**config.mk**
```make
export PLATFORM = sky130hd
export DESIGN_NAME = sicd_top
export DESIGN_NICKNAME = d
export VERILOG_FILES = /design/src/hdl/sicd_pkg.sv /design/src/hdl/sicd_det_if.sv /design/src/hdl/sicd_detect.sv /design/src/hdl/sicd_top.sv
export SDC_FILE = /design/constraint.sdc
export NUM_CORES = 1
export LEC_CHECK = 0
export ABC_CLOCK_PERIOD_IN_PS = 2700
export BUFFER_PORTS_ARGS = -buffer_cell sky130_fd_sc_hd__clkbuf_2
export CORE_ASPECT_RATIO = 1.2
export CORE_MARGIN = 4
export CORE_UTILIZATION = 35
export CTS_CLUSTER_DIAMETER = 50
export DETAILED_ROUTE_END_ITERATION = 6
export GPL_ROUTABILITY_DRIVEN = 1
export PLACE_DENSITY = 0.63
export RECOVER_POWER = 50
export SLEW_MARGIN = 5
export SYNTH_ARGS = -nofsm -noshare
export SYNTH_HDL_FRONTEND = slang
export SYNTH_SLANG_ARGS = --single-unit
```
**constraint.sdc**
```tcl
create_clock -name clk_sys_in -period 2.7 [get_ports clk_sys_in]
set_input_delay 0.81 -clock clk_sys_in [delete_from_list [all_inputs] [get_ports clk_sys_in]]
set_output_delay 0.81 -clock clk_sys_in [all_outputs]
set_load 0.01 [all_outputs]
```
**src/hdl/sicd_pkg.sv**
```systemverilog
// package for the simple interrupt controller: register map, control
// field layout, reset values and bus-side timing figures.
// assumes a word-aligned peripheral bus; offsets are byte addresses.
package sicd_pkg;

  localparam int unsigned SICD_MAX_WIDTH = 32;
  localparam int unsigned SICD_WINDOW_WORDS = 8;
  localparam int unsigned SICD_OFS_BITS = 5;

  localparam logic [4:0] SICD_OFS_STATUS = 5'h00;
  localparam logic [4:0] SICD_OFS_PENDING = 5'h04;
  localparam logic [4:0] SICD_OFS_ENABLE = 5'h08;
  localparam logic [4:0] SICD_OFS_ACK = 5'h0C;
  localparam logic [4:0] SICD_OFS_SET_EN = 5'h10;
  localparam logic [4:0] SICD_OFS_CLR_EN = 5'h14;
  localparam logic [4:0] SICD_OFS_VECTOR = 5'h18;
  localparam logic [4:0] SICD_OFS_CONTROL = 5'h1C;

  // global_control field positions
  localparam int unsigned SICD_CTL_OUT_EN_BIT = 0;
  localparam int unsigned SICD_CTL_HW_EN_BIT = 1;
  localparam logic [1:0] SICD_CTL_RESET = 2'h0;

  // reset value of the per-input registers, and the vector idle code
  localparam logic [31:0] SICD_REG_RESET = 32'h0000_0000;
  localparam logic [31:0] SICD_VECTOR_NONE = 32'hFFFF_FFFF;

  // answer comes a fixed number of clocks after the request is taken
  localparam int unsigned SICD_ACK_LATENCY = 1;

  // synchroniser depth in front of every edge-detected input
  localparam int unsigned SICD_SYNC_STAGES = 2;

  typedef enum logic [1:0] {
    SICD_BUS_IDLE = 2'h0,
    SICD_BUS_ANSWER = 2'h1
  } sicd_bus_state_type;

endpackage

```
**src/hdl/sicd_det_if.sv**
```systemverilog
// carrier between the controller core and its input detector.
// assumes both ends share clk_sys_in and sys_rst_in.
`timescale 1ns/1ps
`default_nettype none
interface sicd_det_if #(
  parameter int unsigned NUM_INTR = 32
);
  logic [NUM_INTR-1:0] raw;
  logic [NUM_INTR-1:0] event_hit;
  logic arm;

  modport detector (
    input raw,
    input arm,
    output event_hit
  );
  modport core (
    output raw,
    output arm,
    input event_hit
  );
endinterface
`default_nettype wire

```
**src/hdl/sicd_detect.sv**
```systemverilog
// per-input detector: level inputs pass straight through, edge inputs
// go through a two-stage synchroniser and a rising-edge catcher.
// assumes raw inputs may be asynchronous only where edge detection is set.
`timescale 1ns/1ps
`default_nettype none
module sicd_detect
  import sicd_pkg::*;
#(
  parameter int unsigned NUM_INTR = 32,
  parameter logic [31:0] EDGE_MASK = 32'h0000_0000
) (
  input wire logic clk_sys_in,
  input wire logic sys_rst_in,
  sicd_det_if.detector det
);

  logic [NUM_INTR-1:0] sync_first;
  logic [NUM_INTR-1:0] sync_second;
  logic [NUM_INTR-1:0] edge_prev;

  // first stage is read only by the second stage
  always_ff @(posedge clk_sys_in) begin
    if (sys_rst_in) begin
      sync_first <= '0;
      sync_second <= '0;
    end else begin
      sync_first <= det.raw;
      sync_second <= sync_first;
    end
  end

  always_ff @(posedge clk_sys_in) begin
    if (sys_rst_in) begin
      edge_prev <= '0;
    end else begin
      edge_prev <= sync_second;
    end
  end

  // edges are only caught while the hardware inputs are armed
  always_comb begin
    for (int i = 0; i < NUM_INTR; i++) begin
      if (EDGE_MASK[i]) begin
        det.event_hit[i] = det.arm & sync_second[i] & ~edge_prev[i];
      end else begin
        det.event_hit[i] = det.arm & det.raw[i];
      end
    end
  end

endmodule
`default_nettype wire

```
**src/hdl/sicd_top.sv**
```systemverilog
// simple interrupt controller: status, pending, enable, acknowledge,
// set/clear enable strobes, priority index and global control behind a
// byte-enabled peripheral bus slave, driving one request output.
// the input detector sits in sicd_detect, reached through sicd_det_if.
// assumes a single bus master, one request outstanding at a time, and
// big-endian lane numbering (lane 0 carries the most significant byte).
`timescale 1ns/1ps
`default_nettype none
module sicd_top
  import sicd_pkg::*;
#(
  parameter int unsigned DATA_WIDTH = 32,
  parameter int unsigned NUM_INTR = 32,
  parameter logic [31:0] BASE_ADDR = 32'h0000_0000,
  parameter logic [31:0] EDGE_MASK = 32'h0000_0000,
  parameter bit REQ_PULSE = 1'b0,
  parameter bit HAS_PENDING = 1'b1,
  parameter bit HAS_SET_EN = 1'b1,
  parameter bit HAS_CLR_EN = 1'b1,
  parameter bit HAS_VECTOR = 1'b1
) (
  input wire logic clk_sys_in,
  input wire logic sys_rst_in,
  input wire logic [NUM_INTR-1:0] intr_in,
  input wire logic bus_select_in,
  input wire logic bus_read_not_write_in,
  input wire logic [31:0] bus_addr_in,
  input wire logic [DATA_WIDTH/8-1:0] bus_byte_en_in,
  input wire logic [DATA_WIDTH-1:0] bus_wdata_in,
  output logic [DATA_WIDTH-1:0] bus_rdata_out,
  output logic bus_xfer_ack_out,
  output logic irq_out
);

  localparam int unsigned LANES = DATA_WIDTH / 8;

  // limitation: only bus widths of 8, 16 and 32 bits and 1 to DATA_WIDTH
  // inputs are meaningful; nothing refuses another choice at build time,
  // so the integrator must keep to them

  // expand byte enables to a bit mask; lane 0 is the top byte
  function automatic logic [DATA_WIDTH-1:0] lane_mask(
    input logic [LANES-1:0] be
  );
    logic [DATA_WIDTH-1:0] m;
    m = '0;
    for (int l = 0; l < LANES; l++) begin
      for (int b = 0; b < 8; b++) begin
        m[DATA_WIDTH - 8 - 8 * l + b] = be[l];
      end
    end
    return m;
  endfunction

  // index of the lowest set bit; the caller checks for an empty vector
  function automatic logic [DATA_WIDTH-1:0] lowest_index(
    input logic [NUM_INTR-1:0] v
  );
    logic [DATA_WIDTH-1:0] idx;
    logic found;
    idx = '0;
    found = 1'b0;
    for (int i = 0; i < NUM_INTR; i++) begin
      if (v[i] && !found) begin
        idx = DATA_WIDTH'(i);
        found = 1'b1;
      end
    end
    return idx;
  endfunction

  // place the per-input bits at the bottom, unused bits read zero
  function automatic logic [DATA_WIDTH-1:0] widen(
    input logic [NUM_INTR-1:0] v
  );
    logic [DATA_WIDTH-1:0] w;
    w = '0;
    w[NUM_INTR-1:0] = v;
    return w;
  endfunction

  sicd_det_if #(.NUM_INTR(NUM_INTR)) det_link ();

  logic [NUM_INTR-1:0] interrupt_status;
  logic [NUM_INTR-1:0] interrupt_enable;
  logic [1:0] global_control;
  logic [NUM_INTR-1:0] interrupt_pending;
  logic request_level;
  logic request_prev;

  sicd_bus_state_type bus_state;
  logic in_window;
  logic [SICD_OFS_BITS-1:0] offset;
  logic take;
  logic wr_take;
  logic [DATA_WIDTH-1:0] wr_bits;
  logic [NUM_INTR-1:0] wr_in_bits;
  logic [DATA_WIDTH-1:0] next_rdata;
  logic [DATA_WIDTH-1:0] rdata;
  logic [DATA_WIDTH-1:0] byte_mask;
  logic wr_status;
  logic wr_ack;
  logic wr_enable;
  logic wr_set_en;
  logic wr_clr_en;
  logic wr_control;
  logic rd_take;
  logic [NUM_INTR-1:0] status_set;
  logic [NUM_INTR-1:0] status_clr;
  logic [NUM_INTR-1:0] next_status;
  logic [NUM_INTR-1:0] next_enable;
  logic [1:0] next_control;

  logic hw_enabled;
  logic out_enabled;

  assign hw_enabled = global_control[SICD_CTL_HW_EN_BIT];
  assign out_enabled = global_control[SICD_CTL_OUT_EN_BIT];

  assign det_link.raw = intr_in;
  assign det_link.arm = hw_enabled;

  sicd_detect #(
    .NUM_INTR(NUM_INTR),
    .EDGE_MASK(EDGE_MASK)
  ) detect_inst (
    .clk_sys_in(clk_sys_in),
    .sys_rst_in(sys_rst_in),
    .det(det_link.detector)
  );

  // window decode; the low two address bits are ignored
  assign in_window = (bus_addr_in[31:SICD_OFS_BITS]
                      == BASE_ADDR[31:SICD_OFS_BITS]);
  assign offset = {bus_addr_in[SICD_OFS_BITS-1:2], 2'b00};
  assign take = bus_select_in && in_window
                && (bus_state == SICD_BUS_IDLE);
  assign wr_take = take && !bus_read_not_write_in;
  assign rd_take = take && bus_read_not_write_in;
  // one mask keeps disabled lanes out of every read and every write except control, which tests the bottom lane's enable itself
  assign byte_mask = lane_mask(bus_byte_en_in);
  assign wr_bits = bus_wdata_in & byte_mask;
  assign wr_in_bits = wr_bits[NUM_INTR-1:0];

  // write strobes, one per location; removed strobes never fire
  assign wr_status = wr_take && (offset == SICD_OFS_STATUS);
  assign wr_ack = wr_take && (offset == SICD_OFS_ACK);
  assign wr_enable = wr_take && (offset == SICD_OFS_ENABLE);
  assign wr_set_en = HAS_SET_EN && wr_take
                     && (offset == SICD_OFS_SET_EN);
  assign wr_clr_en = HAS_CLR_EN && wr_take
                     && (offset == SICD_OFS_CLR_EN);
  assign wr_control = wr_take && (offset == SICD_OFS_CONTROL)
                      && bus_byte_en_in[LANES-1];

  // one request in flight: the acknowledge cycle blocks a new take
  always_ff @(posedge clk_sys_in) begin
    if (sys_rst_in) begin
      bus_state <= SICD_BUS_IDLE;
    end else begin
      unique case (bus_state)
        SICD_BUS_IDLE: begin
          if (take) begin
            bus_state <= SICD_BUS_ANSWER;
          end
        end
        SICD_BUS_ANSWER: begin
          bus_state <= SICD_BUS_IDLE;
        end
        default: begin
          bus_state <= SICD_BUS_IDLE;
        end
      endcase
    end
  end

  assign bus_xfer_ack_out = (bus_state == SICD_BUS_ANSWER);

  // status: hardware and software sets win over an acknowledge clear
  // a level input held high sets its bit again every cycle, so an
  // acknowledge only sticks once the source has dropped
  always_comb begin
    status_set = det_link.event_hit;
    status_clr = '0;
    if (wr_status && !hw_enabled) begin
      status_set = status_set | wr_in_bits;
    end
    if (wr_ack) begin
      status_clr = wr_in_bits;
    end
    next_status = (interrupt_status & ~status_clr) | status_set;
  end

  always_ff @(posedge clk_sys_in) begin
    if (sys_rst_in) begin
      interrupt_status <= SICD_REG_RESET[NUM_INTR-1:0];
    end else begin
      interrupt_status <= next_status;
    end
  end

  // enable: plain write per lane, plus optional set and clear strobes
  always_comb begin
    next_enable = interrupt_enable;
    if (wr_enable) begin
      next_enable = (interrupt_enable & ~byte_mask[NUM_INTR-1:0])
                    | wr_in_bits;
    end else if (wr_set_en) begin
      next_enable = interrupt_enable | wr_in_bits;
    end else if (wr_clr_en) begin
      next_enable = interrupt_enable & ~wr_in_bits;
    end
  end

  always_ff @(posedge clk_sys_in) begin
    if (sys_rst_in) begin
      interrupt_enable <= SICD_REG_RESET[NUM_INTR-1:0];
    end else begin
      interrupt_enable <= next_enable;
    end
  end

  // hardware enable can be set by software but only reset clears it
  always_comb begin
    next_control = global_control;
    if (wr_control) begin
      next_control[SICD_CTL_OUT_EN_BIT] =
        bus_wdata_in[SICD_CTL_OUT_EN_BIT];
      next_control[SICD_CTL_HW_EN_BIT] =
        hw_enabled | bus_wdata_in[SICD_CTL_HW_EN_BIT];
    end
  end

  always_ff @(posedge clk_sys_in) begin
    if (sys_rst_in) begin
      global_control <= SICD_CTL_RESET;
    end else begin
      global_control <= next_control;
    end
  end

  // masking never touches status, so re-enabling requests at once
  assign interrupt_pending = interrupt_status & interrupt_enable;
  assign request_level = out_enabled && (|interrupt_pending);

  always_ff @(posedge clk_sys_in) begin
    if (sys_rst_in) begin
      request_prev <= 1'b0;
    end else begin
      request_prev <= request_level;
    end
  end

  // pulse mode gives one clock per rise; level mode holds until cleared
  always_ff @(posedge clk_sys_in) begin
    if (sys_rst_in) begin
      irq_out <= 1'b0;
    end else if (REQ_PULSE) begin
      irq_out <= request_level && !request_prev;
    end else begin
      irq_out <= request_level;
    end
  end

  // read mux; write-only and removed locations read zero
  always_comb begin
    next_rdata = '0;
    unique case (offset)
      SICD_OFS_STATUS: begin
        next_rdata = widen(interrupt_status);
      end
      SICD_OFS_PENDING: begin
        if (HAS_PENDING) begin
          next_rdata = widen(interrupt_pending);
        end
      end
      SICD_OFS_ENABLE: begin
        next_rdata = widen(interrupt_enable);
      end
      SICD_OFS_VECTOR: begin
        if (HAS_VECTOR) begin
          if (|interrupt_pending) begin
            next_rdata = lowest_index(interrupt_pending);
          end else begin
            next_rdata = SICD_VECTOR_NONE[DATA_WIDTH-1:0];
          end
        end
      end
      SICD_OFS_CONTROL: begin
        next_rdata[1:0] = global_control;
      end
      default: begin
        next_rdata = '0;
      end
    endcase
  end

  // read data is registered and only shown during the acknowledge
  always_ff @(posedge clk_sys_in) begin
    if (sys_rst_in) begin
      rdata <= '0;
    end else if (rd_take) begin
      rdata <= next_rdata & byte_mask;
    end else begin
      rdata <= '0;
    end
  end

  assign bus_rdata_out = rdata;

endmodule
`default_nettype wire

```
# ---- Word-level counts from Yosys, hierarchy flattened
# Index checks and enable logic that the tools add are counted.
dict set report totals {
  word_cells 277
  in_bits 104
  regBits 100
  out_inout_bits 34
}
dict set report classes {
  mux 132
  reduce_logical 84
  bitwise 48
  eq_ne 7
}
# operator n
set ops {}
lappend ops {{$mux 32} 36}
lappend ops {{$and 32x32->32} 6}
lappend ops {{$or 32x32->32} 4}
lappend ops {{$pmux 30 s4} 1}
lappend ops {{$not 32->32} 3}
lappend ops {{$mux 1} 94}
lappend ops {{$logic_and 1x1->1} 44}
lappend ops {{$logic_not 1->1} 33}
lappend ops {{$and 1x1->1} 32}
lappend ops {{$reduce_or 32->1} 1}
lappend ops {{$logic_not 27->1} 1}
lappend ops {{$eq 3x3->1 const B} 4}
lappend ops {{$pmux 2 s5} 1}
lappend ops {{$eq 3x2->1 const B} 2}
lappend ops {{$logic_not 5->1} 1}
lappend ops {{$reduce_or 2->1} 2}
lappend ops {{$eq 3x1->1 const B} 1}
lappend ops {{$reduce_bool 3->1} 1}
lappend ops {{$logic_not 2->1} 1}
lappend ops {{$not 1->1} 2}
lappend ops {{$or 1x1->1} 1}

# ---- Longest topological paths before layout
# Gate-level depths: netlist of run 1.
dict set report logic_depth {
  word_depth 160
  mapped_depth 8
  depth_no_buf 6
}

# ---- By module
# A second synthesis of run 1 with hierarchy kept.
dict set report unflattened {
  cells_unflattened 685
  area_unflattened_um2 5351.4
}
# module area_each_um2 instances seq_area_each_um2 cells_per_inst
set by_module_without_submodules {}
lappend by_module_without_submodules {sicd_top 5096.1 1 2001.9 650}
lappend by_module_without_submodules {sicd_detect 255.2 1 0.0 35}

# ---- Least setup slack after synthesis of run 1
# Ideal clock, no wire load.
dict set report synth_timing {
  path_type {in2reg}
  startpoint {input bus_addr_in[24]}
  endpoint {register (tool-made name)}
  setup_ns 0.122
  required_time_ns 2.578
  n_path_buf 1
  stages 6
  arrival_ns 2.343
  slack_ns 0.235
  cell_sequence {nor4_1 > nand4_2 > o41ai_4 > buf_4 > nor3b_1 > a221o_1}
}
# element line_no
set synth_lines {}
lappend synth_lines {{from (decl)} sicd_top.sv:27} ;# input wire logic [31:0] bus_addr_in,

==> metrics, run 1 <==
std cell rows=49; grt ovf=0; most common cell after layout, fill and taps aside=nand2_1; largest family of logic cells by synthesized area=compound AO/OA/AOI/OAI gates; area occupied by multi-input gates=slightly above 3000 sq um; per-cell routed wire length=16.2 microns; Reg clk slew, reported paths=0.07 ns; clock root buffer master=clkbuf_16; endpoints failing setup=0; Initial Util=0.356; final WL=around 17 mm; CP Cell Sequence=clkbuf_2 -> nor4_1 -> nand4_1 -> clkbuf_1 -> nor3_1 -> a21oi_1 -> a221o_1; maximum clock path buffer count=2; Clock Latency Late Sink=0.34 ns; Tot GR Track Use=0.197; Placed Instances=1031; mux cell area share after synthesis=0.00189; post-synthesis area per instance=between 7 and 8 sq um; post-CTS setup buffers=0; Synth Area in XOR/XNOR=0; Antenna diodes=0; CP max stage cell=a221o_1; Crit. End Element=flip-flop; Adder-Cell Fraction of Synth Area=0; drt first pass iters=5; distinct cell type count after synthesis=47; Psw=708 uW; Finished Core Util=0.441; CTS Buf Count=9; DPL Wire Length=12.6 mm; maximum vdd drop=0.273 mV; share of cells above drive strength 1=0.184; Slew Limit Fails=0; Ys Warns=0; Max-Cap Viols=0; Critical path origin=bus_addr_in[24]; antenna-violating nets left=0; initial antenna violation count=0; slew at the pin closest to its max-slew limit=0.769 ns; Die W=~120 microns; Final Wtd Congestion=0.852; Crit Path Class=in2reg; Top FF cell, synth=dfxtp_1; CTS Sinks=100; total power=3.17 mW; Worst Path Max Fanout=8; Worst EP required=2.92 ns; Core Region=between 10000 and 15000 sq um; FF-to-FF setup slack=0.48 ns; TritonCTS clock tree=done; Residual DRC=0; # port buffers=135; H-Tree Depth=3; Post-synth EDFFs=0; final instance area=6580 sq um; Hold Buf Count CTS=0; Hold WC Path Type=reg2reg; clock power share=0.462; Synth async-reset ratio=0; Place WS=roughly 0.0008 ns; fin crit share=0.874; detailed-route via count=about 5600; Finished Layout Cells=1046; CP arrival=between 2 and 3 ns; Final TNS setup=0 ns; Mapped Area=~5300 sq um; Comb power frac=0.073; Synth Area in Simple Gates=0.286; global-route wire length before repair=about 27 mm; commonest cells after routing, fill and taps aside=169 x nand2_1, 101 x clkbuf_2, 100 x dfxtp_1; register area=around 2000 sq um; filler instances=1566; Int Pwr=approximately 2.5 mW; syn_nets=810; min Tclk post-route=2.36 ns; Post-Syn Instances=706; Slew headroom=0.482; status=completed; Area Overhead vs Synth=24.1%; drt via density=5.34; RSZ-0062 raised after global routing=false; slowest stage delay, CP=0.41 ns; DRT iter0 DRCs=435; Startpoint Class=input port; nets=between 900 and 1000; Resize count post-CTS=0; Switching Share=0.223; FMAX=424 MHz; PD cells=483 nW/um^2; die height=143 microns; Final Hold Viols=0; FF-to-FF path depth=7; share of power burned in registers=0.464; clock skew=approximately 0.0047 ns; Static Leak=roughly 2.5 nW; FF-to-FF Start=interrupt_status[4]$_SDFF_PP0_; Synth Register Bits=100; fin worst setup slack=0.340 ns; Compound-Gate Fraction of Synth Area=0.294; DIE AREA=between 15000 and 20000 sq um; post-synthesis sequential area ratio=0.378; largest net degree at the start of global routing=36; vias in the first global route=~5400; I/O pin total=roughly 140; FF-to-FF End=bus_rdata_out[18]$_SDFF_PP0_; worst hold slack=0.475 ns; placed inst area=approximately 6300 sq um
## critical path: cells and delay by family
kind	cells	cell delay, ns
simple gates	3	0.82
compound gates	2	0.67
buf+inv	2	0.28
## Yosys cell counts (3+ instances only)
library cell	n	share of area
a221o_1	9	0.017
nand2_1	169	0.12
a221oi_1	3	0.0050
nor2_1	35	0.025
nand2b_1	7	0.0083
nor3_1	3	0.0028
clkbuf_1	26	0.018
buf_4	4	0.0057
a31oi_1	8	0.0094
o21ai_1	4	0.0038
dfxtp_1	100	0.38
o21ai_0	88	0.083
a22oi_1	45	0.064
inv_1	5	0.0035
a21oi_1	43	0.041
nor4_2	5	0.012
nand3_1	7	0.0066
a311oi_1	3	0.0050
and3_1	12	0.014
nand4_1	5	0.0059
nor4_1	4	0.0047
o21a_1	27	0.038
buf_2	10	0.0094
nor3b_1	10	0.014
or2_2	3	0.0035
and2_1	8	0.0094
nor2b_1	35	0.041
a32oi_1	3	0.0050
## how the worst min path moves through the flow
stage	from	end	slack, ns	cells past startpoint
final	flip-flop	flip-flop	0.47	2
after global routing	flip-flop	flip-flop	0.49	2
after CTS	flip-flop	flip-flop	0.47	2
after detailed placement	flip-flop	flip-flop	0.47	2
after global placement	flip-flop	flip-flop	0.46	2
after floorplan	flip-flop	flip-flop	0.44	2
## kinds of logic after synthesis
kind of cell	after synthesis
compound gates	245
buf+inv	48
mux	1
simple gates	312
flops	100
## power groups by stage
stage | clock, mW | sequential (mW) | combinational [mW]
2_1_floorplan | 0 | 1.51 | 0.0871
3_3_place_gp | 0 | 1.51 | 0.231
3_5_place_dp | 0 | 1.51 | 0.232
4_1_cts | 1.49 | 1.47 | 0.232
5_1_grt | 1.55 | 1.47 | 0.257
6_report | 1.47 | 1.47 | 0.233
## per-layer routing
metal	vias up	share of wire	GRT usage
met1	2600	0.43	0.253
li1	2785	-	-
met2	174	0.48	0.334
met5	-	0	0
met3	30	0.062	0.0372
met4	0	0.026	0.0680
## area by class of cell
type                       instances  share of cell area
multi-input combinational        558               0.467
sequential                       100               0.304
timing repair buffer             164               0.135
tap                              204              0.0388
clock buffer                       9              0.0343
clock inverter                     6              0.0169
inverter                           5             0.00285
Note: power is estimated with default switching activity, not from simulation.
==> run 2: changes to the inputs <==
- CTS_BUF_LIST: unset -> sky130_fd_sc_hd__clkbuf_4 sky130_fd_sc_hd__clkbuf_8
- RECOVER_POWER: 50 -> 100
- REMOVE_ABC_BUFFERS: unset -> 1
==> run 2 against run 1 <==
  * Non-clock buffer count increased by 7
  * Sequential cell count stayed put
  * Clock skew grew 0.017 ns
  * Total power down 19%
  * Highest routed layer unchanged
  * Clock power shrank 40%
  * Utilization down 1.1 points
  * Global-route usage grew 0.59 points
==> metrics, run 2 (synthesis gave the netlist of run 1 again) <==
status=completed; Crit. End Element=flip-flop; FF-to-FF End=bus_rdata_out[1]$_SDFF_PP0_; vias in the first global route=5443 (+1.3%); std cell rows=49 (unchanged); DPL Wire Length=13.0 mm (+2.8%); FF-to-FF setup slack=0.34 ns (-0.14 ns); fin crit share=0.879 (+0.00543); clock root buffer master=clkbuf_8; filler instances=1620 (+3.4%); FF-to-FF Start=interrupt_status[8]$_SDFF_PP0_; Crit Path Class=in2reg; maximum clock path buffer count=2 (unchanged); Static Leak=2.47 nW (-2.1%); Clock Latency Late Sink=0.37 ns (+0.03 ns); I/O pin total=138 (unchanged); fin worst setup slack=0.326 ns (-0.0147 ns); TritonCTS clock tree=done; Final Hold Viols=0 (unchanged); drt via density=5.32 (-0.44%); CP Capture Point=bus_rdata_out[9]$_SDFF_PP0_; Placed Instances=1038 (+0.68%); Tot GR Track Use=0.203 (+0.00586); most common cell after layout, fill and taps aside=nand2_1; drt first pass iters=5 (unchanged); # port buffers=135 (unchanged); global-route wire length before repair=27.9 mm (+2.4%); FF-to-FF path depth=5 (-2); Die W=120 microns (unchanged); Slew Limit Fails=0 (unchanged); post-CTS setup buffers=0 (unchanged); CTS Sinks=100 (unchanged); PD cells=403 nW/um^2 (-16%); largest net degree at the start of global routing=36 (unchanged); Max-Cap Viols=0 (unchanged); RSZ-0062 raised after global routing=false; min Tclk post-route=2.37 ns (+0.0147 ns); Slew headroom=0.468 (-0.0148); die height=143 microns (unchanged); Hold WC Path Type=reg2reg; initial antenna violation count=0 (unchanged); maximum vdd drop=0.278 mV (+1.6%); DRT iter0 DRCs=409 (-6.0%); antenna-violating nets left=0 (unchanged); detailed-route via count=5607 (+0.32%); commonest cells after routing, fill and taps aside=169 x nand2_1, 101 x clkbuf_2, 100 x dfxtp_1; endpoints failing setup=0 (unchanged); clock skew=0.0221 ns (+0.0174 ns); CTS Buf Count=9 (unchanged); Hold Buf Count CTS=0 (unchanged); Place WS=0.0319 ns (+0.0310 ns); H-Tree Depth=3 (unchanged); slew at the pin closest to its max-slew limit=0.795 ns (+0.0257 ns); share of cells above drive strength 1=0.189 (+0.00533); FMAX=421 MHz (-0.62%); Critical path origin=bus_addr_in[28]; Residual DRC=0 (unchanged); nets=949 (+0.74%); final WL=17.6 mm (+3.8%); Worst Path Max Fanout=8 (unchanged); Antenna diodes=0 (unchanged); Final Wtd Congestion=0.899 (+5.5%); DIE AREA=17200 sq um (unchanged); CP arrival=2.69 ns (+0.11 ns); Area Overhead vs Synth=21.0%; per-cell routed wire length=16.7 microns (+3.0%); Finished Layout Cells=1054 (+0.76%); grt ovf=0 (unchanged); Resize count post-CTS=0 (unchanged); Core Region=14900 sq um (unchanged); Initial Util=0.356 (unchanged); Reg clk slew, reported paths=0.10 ns (+0.03 ns); Startpoint Class=input port; Worst EP required=3.01 ns (+0.09 ns)
## run 2: worst min-delay path by stage
stage               from        end  cells past startpoint
5_1_grt        flip-flop  flip-flop                      2
6_report       flip-flop  flip-flop                      2
3_3_place_gp   flip-flop  flip-flop                      2
3_5_place_dp   flip-flop  flip-flop                      2
4_1_cts        flip-flop  flip-flop                      2
2_1_floorplan  flip-flop  flip-flop                      2
## run 2: stage by stage
stage	utilization	power [mW]	area (sq um)	hold slack, ns	setup TNS (ns)
detailed placement	0.424	1.74	6320	0.470	0
floorplan	-	1.57	5110	0.444	-16.40
global route	0.430	2.68	6410	0.520	0
finish	0.430	2.59	6410	0.493	0
CTS	0.436	2.60	6490	0.490	0
global placement	0.424	1.74	6320	0.469	0
## run 2: final cells by class
| class | count | area, sq um | share of cell area |
|---|---|---|---|
| multi-input cells | 558 | 3060 | 0.477 |
| flip-flops and latches | 100 | 2000 | 0.312 |
| repair buffers | 171 | 905 | 0.141 |
| well taps | 204 | 255 | 0.0398 |
| clock buffers | 10 | 131 | 0.0205 |
| clock inverters | 6 | 38.8 | 0.00605 |
| inverters | 5 | 18.8 | 0.00293 |
## run 2: critical path: stages
cell and delay [ns]:
clkbuf_2 0.08, nor4_1 0.34, nand4_2 0.13, buf_4 0.20, nor3_1 0.18, and4_1 0.38
and2_0 0.19, clkbuf_1 0.22, o21a_1 0.16
## run 2: report_power, final
part           leakage [nW]   switching, mW  total, mW  internal (mW)
clock network        0.0859           0.535      0.880          0.345
logic                  1.58           0.146      0.233         0.0872
registers             0.805  0.000000000466       1.47           1.47
## run 2: layer usage
layer  wire length (microns)  global-route usage
met5                       0                   0
met4                     257              0.0567
met3                    1060              0.0305
met2                    8860               0.365
met1                    7370               0.253
==> run 3: changes to the inputs <==
- GPL_TIMING_DRIVEN: unset -> 1
- REMOVE_ABC_BUFFERS: 1 -> unset
- SKIP_LAST_GASP: unset -> 1
==> run 3 against run 2 <==
  * Critical endpoint is now bus_rdata_out[29]$_SDFF_PP0_
  * Clock-buffer cell count is 1 lower
  * Sequential share of layout area is 0.19 points lower
  * First-iteration DRC count is 5.6% lower
  * Largest power group unchanged
  * Register-to-register slack better by 0.12 ns
  * Wire length is 3.7% lower
  * Combinational power hardly changed
  * Via count is 0.34% lower
  * Sequential cell count stayed put
  * Cell count is 0.76% lower
  * Largest cell class unchanged
  * Total power is 10% higher
==> metrics, run 3 (synthesis gave the netlist of run 1 again) <==
min Tclk post-route=2.35 ns (-0.0265 ns); CP arrival=2.67 ns (-0.02 ns); Final Wtd Congestion=0.852 (-5.2%); post-CTS setup buffers=0 (unchanged); clock root buffer master=clkbuf_8; maximum vdd drop=0.233 mV (-16%); filler instances=1582 (-2.3%); # port buffers=135 (unchanged); std cell rows=49 (unchanged); DRT iter0 DRCs=386 (-5.6%); vias in the first global route=5311 (-2.4%); Worst Path Max Fanout=8 (unchanged); RSZ-0062 raised after global routing=false; Finished Core Util=0.433 (+0.00269); DIE AREA=17200 sq um (unchanged); nets=942 (-0.74%); Residual DRC=0 (unchanged); grt ovf=0 (unchanged); Slew Limit Fails=0 (unchanged); die height=143 microns (unchanged); CTS Buf Count=9 (unchanged); CP Cell Sequence=clkbuf_2 -> nor4_2 -> nand4_2 -> nor3_1 -> and4_1 -> and2_0 -> o21a_1; final WL=16.9 mm (-3.7%); H-Tree Depth=3 (unchanged); Final TNS setup=0 ns (unchanged); endpoints failing setup=0 (unchanged); Slew headroom=0.460 (-0.00765); commonest cells after routing, fill and taps aside=169 x nand2_1, 103 x clkbuf_2, 100 x dfxtp_1; initial antenna violation count=0 (unchanged); Hold WC Path Type=reg2reg; detailed-route via count=5588 (-0.34%); clock skew=0.00741 ns (-0.0147 ns); Reg clk slew, reported paths=0.10 ns (about the same); FF-to-FF Start=interrupt_status[4]$_SDFF_PP0_; Area Overhead vs Synth=21.7%; TritonCTS clock tree=done; antenna-violating nets left=0 (unchanged); drt via density=5.34 (+0.42%); Initial Util=0.356 (unchanged); Startpoint Class=input port; Worst EP required=3.02 ns (about the same); Antenna diodes=0 (unchanged); Resize count post-CTS=0 (unchanged); Final Hold Viols=0 (unchanged); Tot GR Track Use=0.196 (-0.00694); DPL Wire Length=12.6 mm (-2.7%); I/O pin total=138 (unchanged); Static Leak=2.46 nW (-0.69%); FMAX=426 MHz (+1.1%); Crit. End Element=flip-flop; share of cells above drive strength 1=0.182 (-0.00770); Max-Cap Viols=0 (unchanged); Hold Buf Count CTS=0 (unchanged); Crit Path Class=in2reg; Core Region=14900 sq um (unchanged); PD cells=442 nW/um^2 (+9.4%); slew at the pin closest to its max-slew limit=0.803 ns (+0.00778 ns); drt first pass iters=4 (-1); Critical path origin=bus_addr_in[16]; fin crit share=0.870 (-0.00983); Die W=120 microns (unchanged); Clock Latency Late Sink=0.37 ns (about the same); status=completed; slowest stage delay, CP=0.41 ns (+0.03 ns); CTS Sinks=100 (unchanged); maximum clock path buffer count=2 (unchanged); most common cell after layout, fill and taps aside=nand2_1; total power=2.85 mW (+10%); per-cell routed wire length=16.2 microns (-3.0%); largest net degree at the start of global routing=36 (unchanged); global-route wire length before repair=27.2 mm (-2.7%); CP max stage cell=and2_0
[run 3: power breakdown]
part / internal, mW / switching, mW
logic: 0.0880 / 0.143
registers: 1.47 / 0.000000000488
clock network: 0.612 / 0.531
[run 3: per-layer routing]
layer  part of all wire  up-vias  GRT usage  wire, microns
li1                   -     2783          -              -
met1               0.44     2633      0.253           7410
met2               0.49      154      0.336           8240
met3              0.057       18     0.0392            971
met4              0.016        0     0.0513            274
met5                  0        -          0              0
[run 3: area by class of cell]
class / count / area (sq um) / area share
well taps: 204 / 255 / 0.0396
clock buffers: 9 / 124 / 0.0192
repair buffers: 164 / 877 / 0.136
multi-input cells: 558 / 3060 / 0.475
flip-flops and latches: 100 / 2000 / 0.310
inverters: 5 / 18.8 / 0.00291
clock inverters: 6 / 111 / 0.0173
[run 3: path summary, 6_finish.rpt]
check	endpoint	slack [ns]	cells past startpoint
hold reg to reg	flip-flop	0.48	2
setup / recovery	bus_rdata_out[29]$_SDFF_PP0_	0.35	7
hold / removal	flip-flop	0.48	2
setup reg to reg	bus_rdata_out[18]$_SDFF_PP0_	0.46	7
[run 3: metrics by stage]
step | cells | setup slack (ns) | instance area (sq um) | hold WS (ns)
final | 1046 | 0.352 | 6450 | 0.481
after floorplan | 706 | 0.235 | 5300 | 0.444
after global routing | 1046 | 0.115 | 6450 | 0.494
after global placement | 1031 | 0.0491 | 6310 | 0.456
after CTS | 1046 | 0.403 | 6540 | 0.479
after detailed placement | 1031 | 0.000804 | 6310 | 0.467
[run 3: worst max-delay path, delay by kind of cell]
family                 cells  cell delay (ns)
AOI/OAI and AO/OA          1             0.20
buffers and inverters      1             0.08
and+or+nand+nor            5             1.57
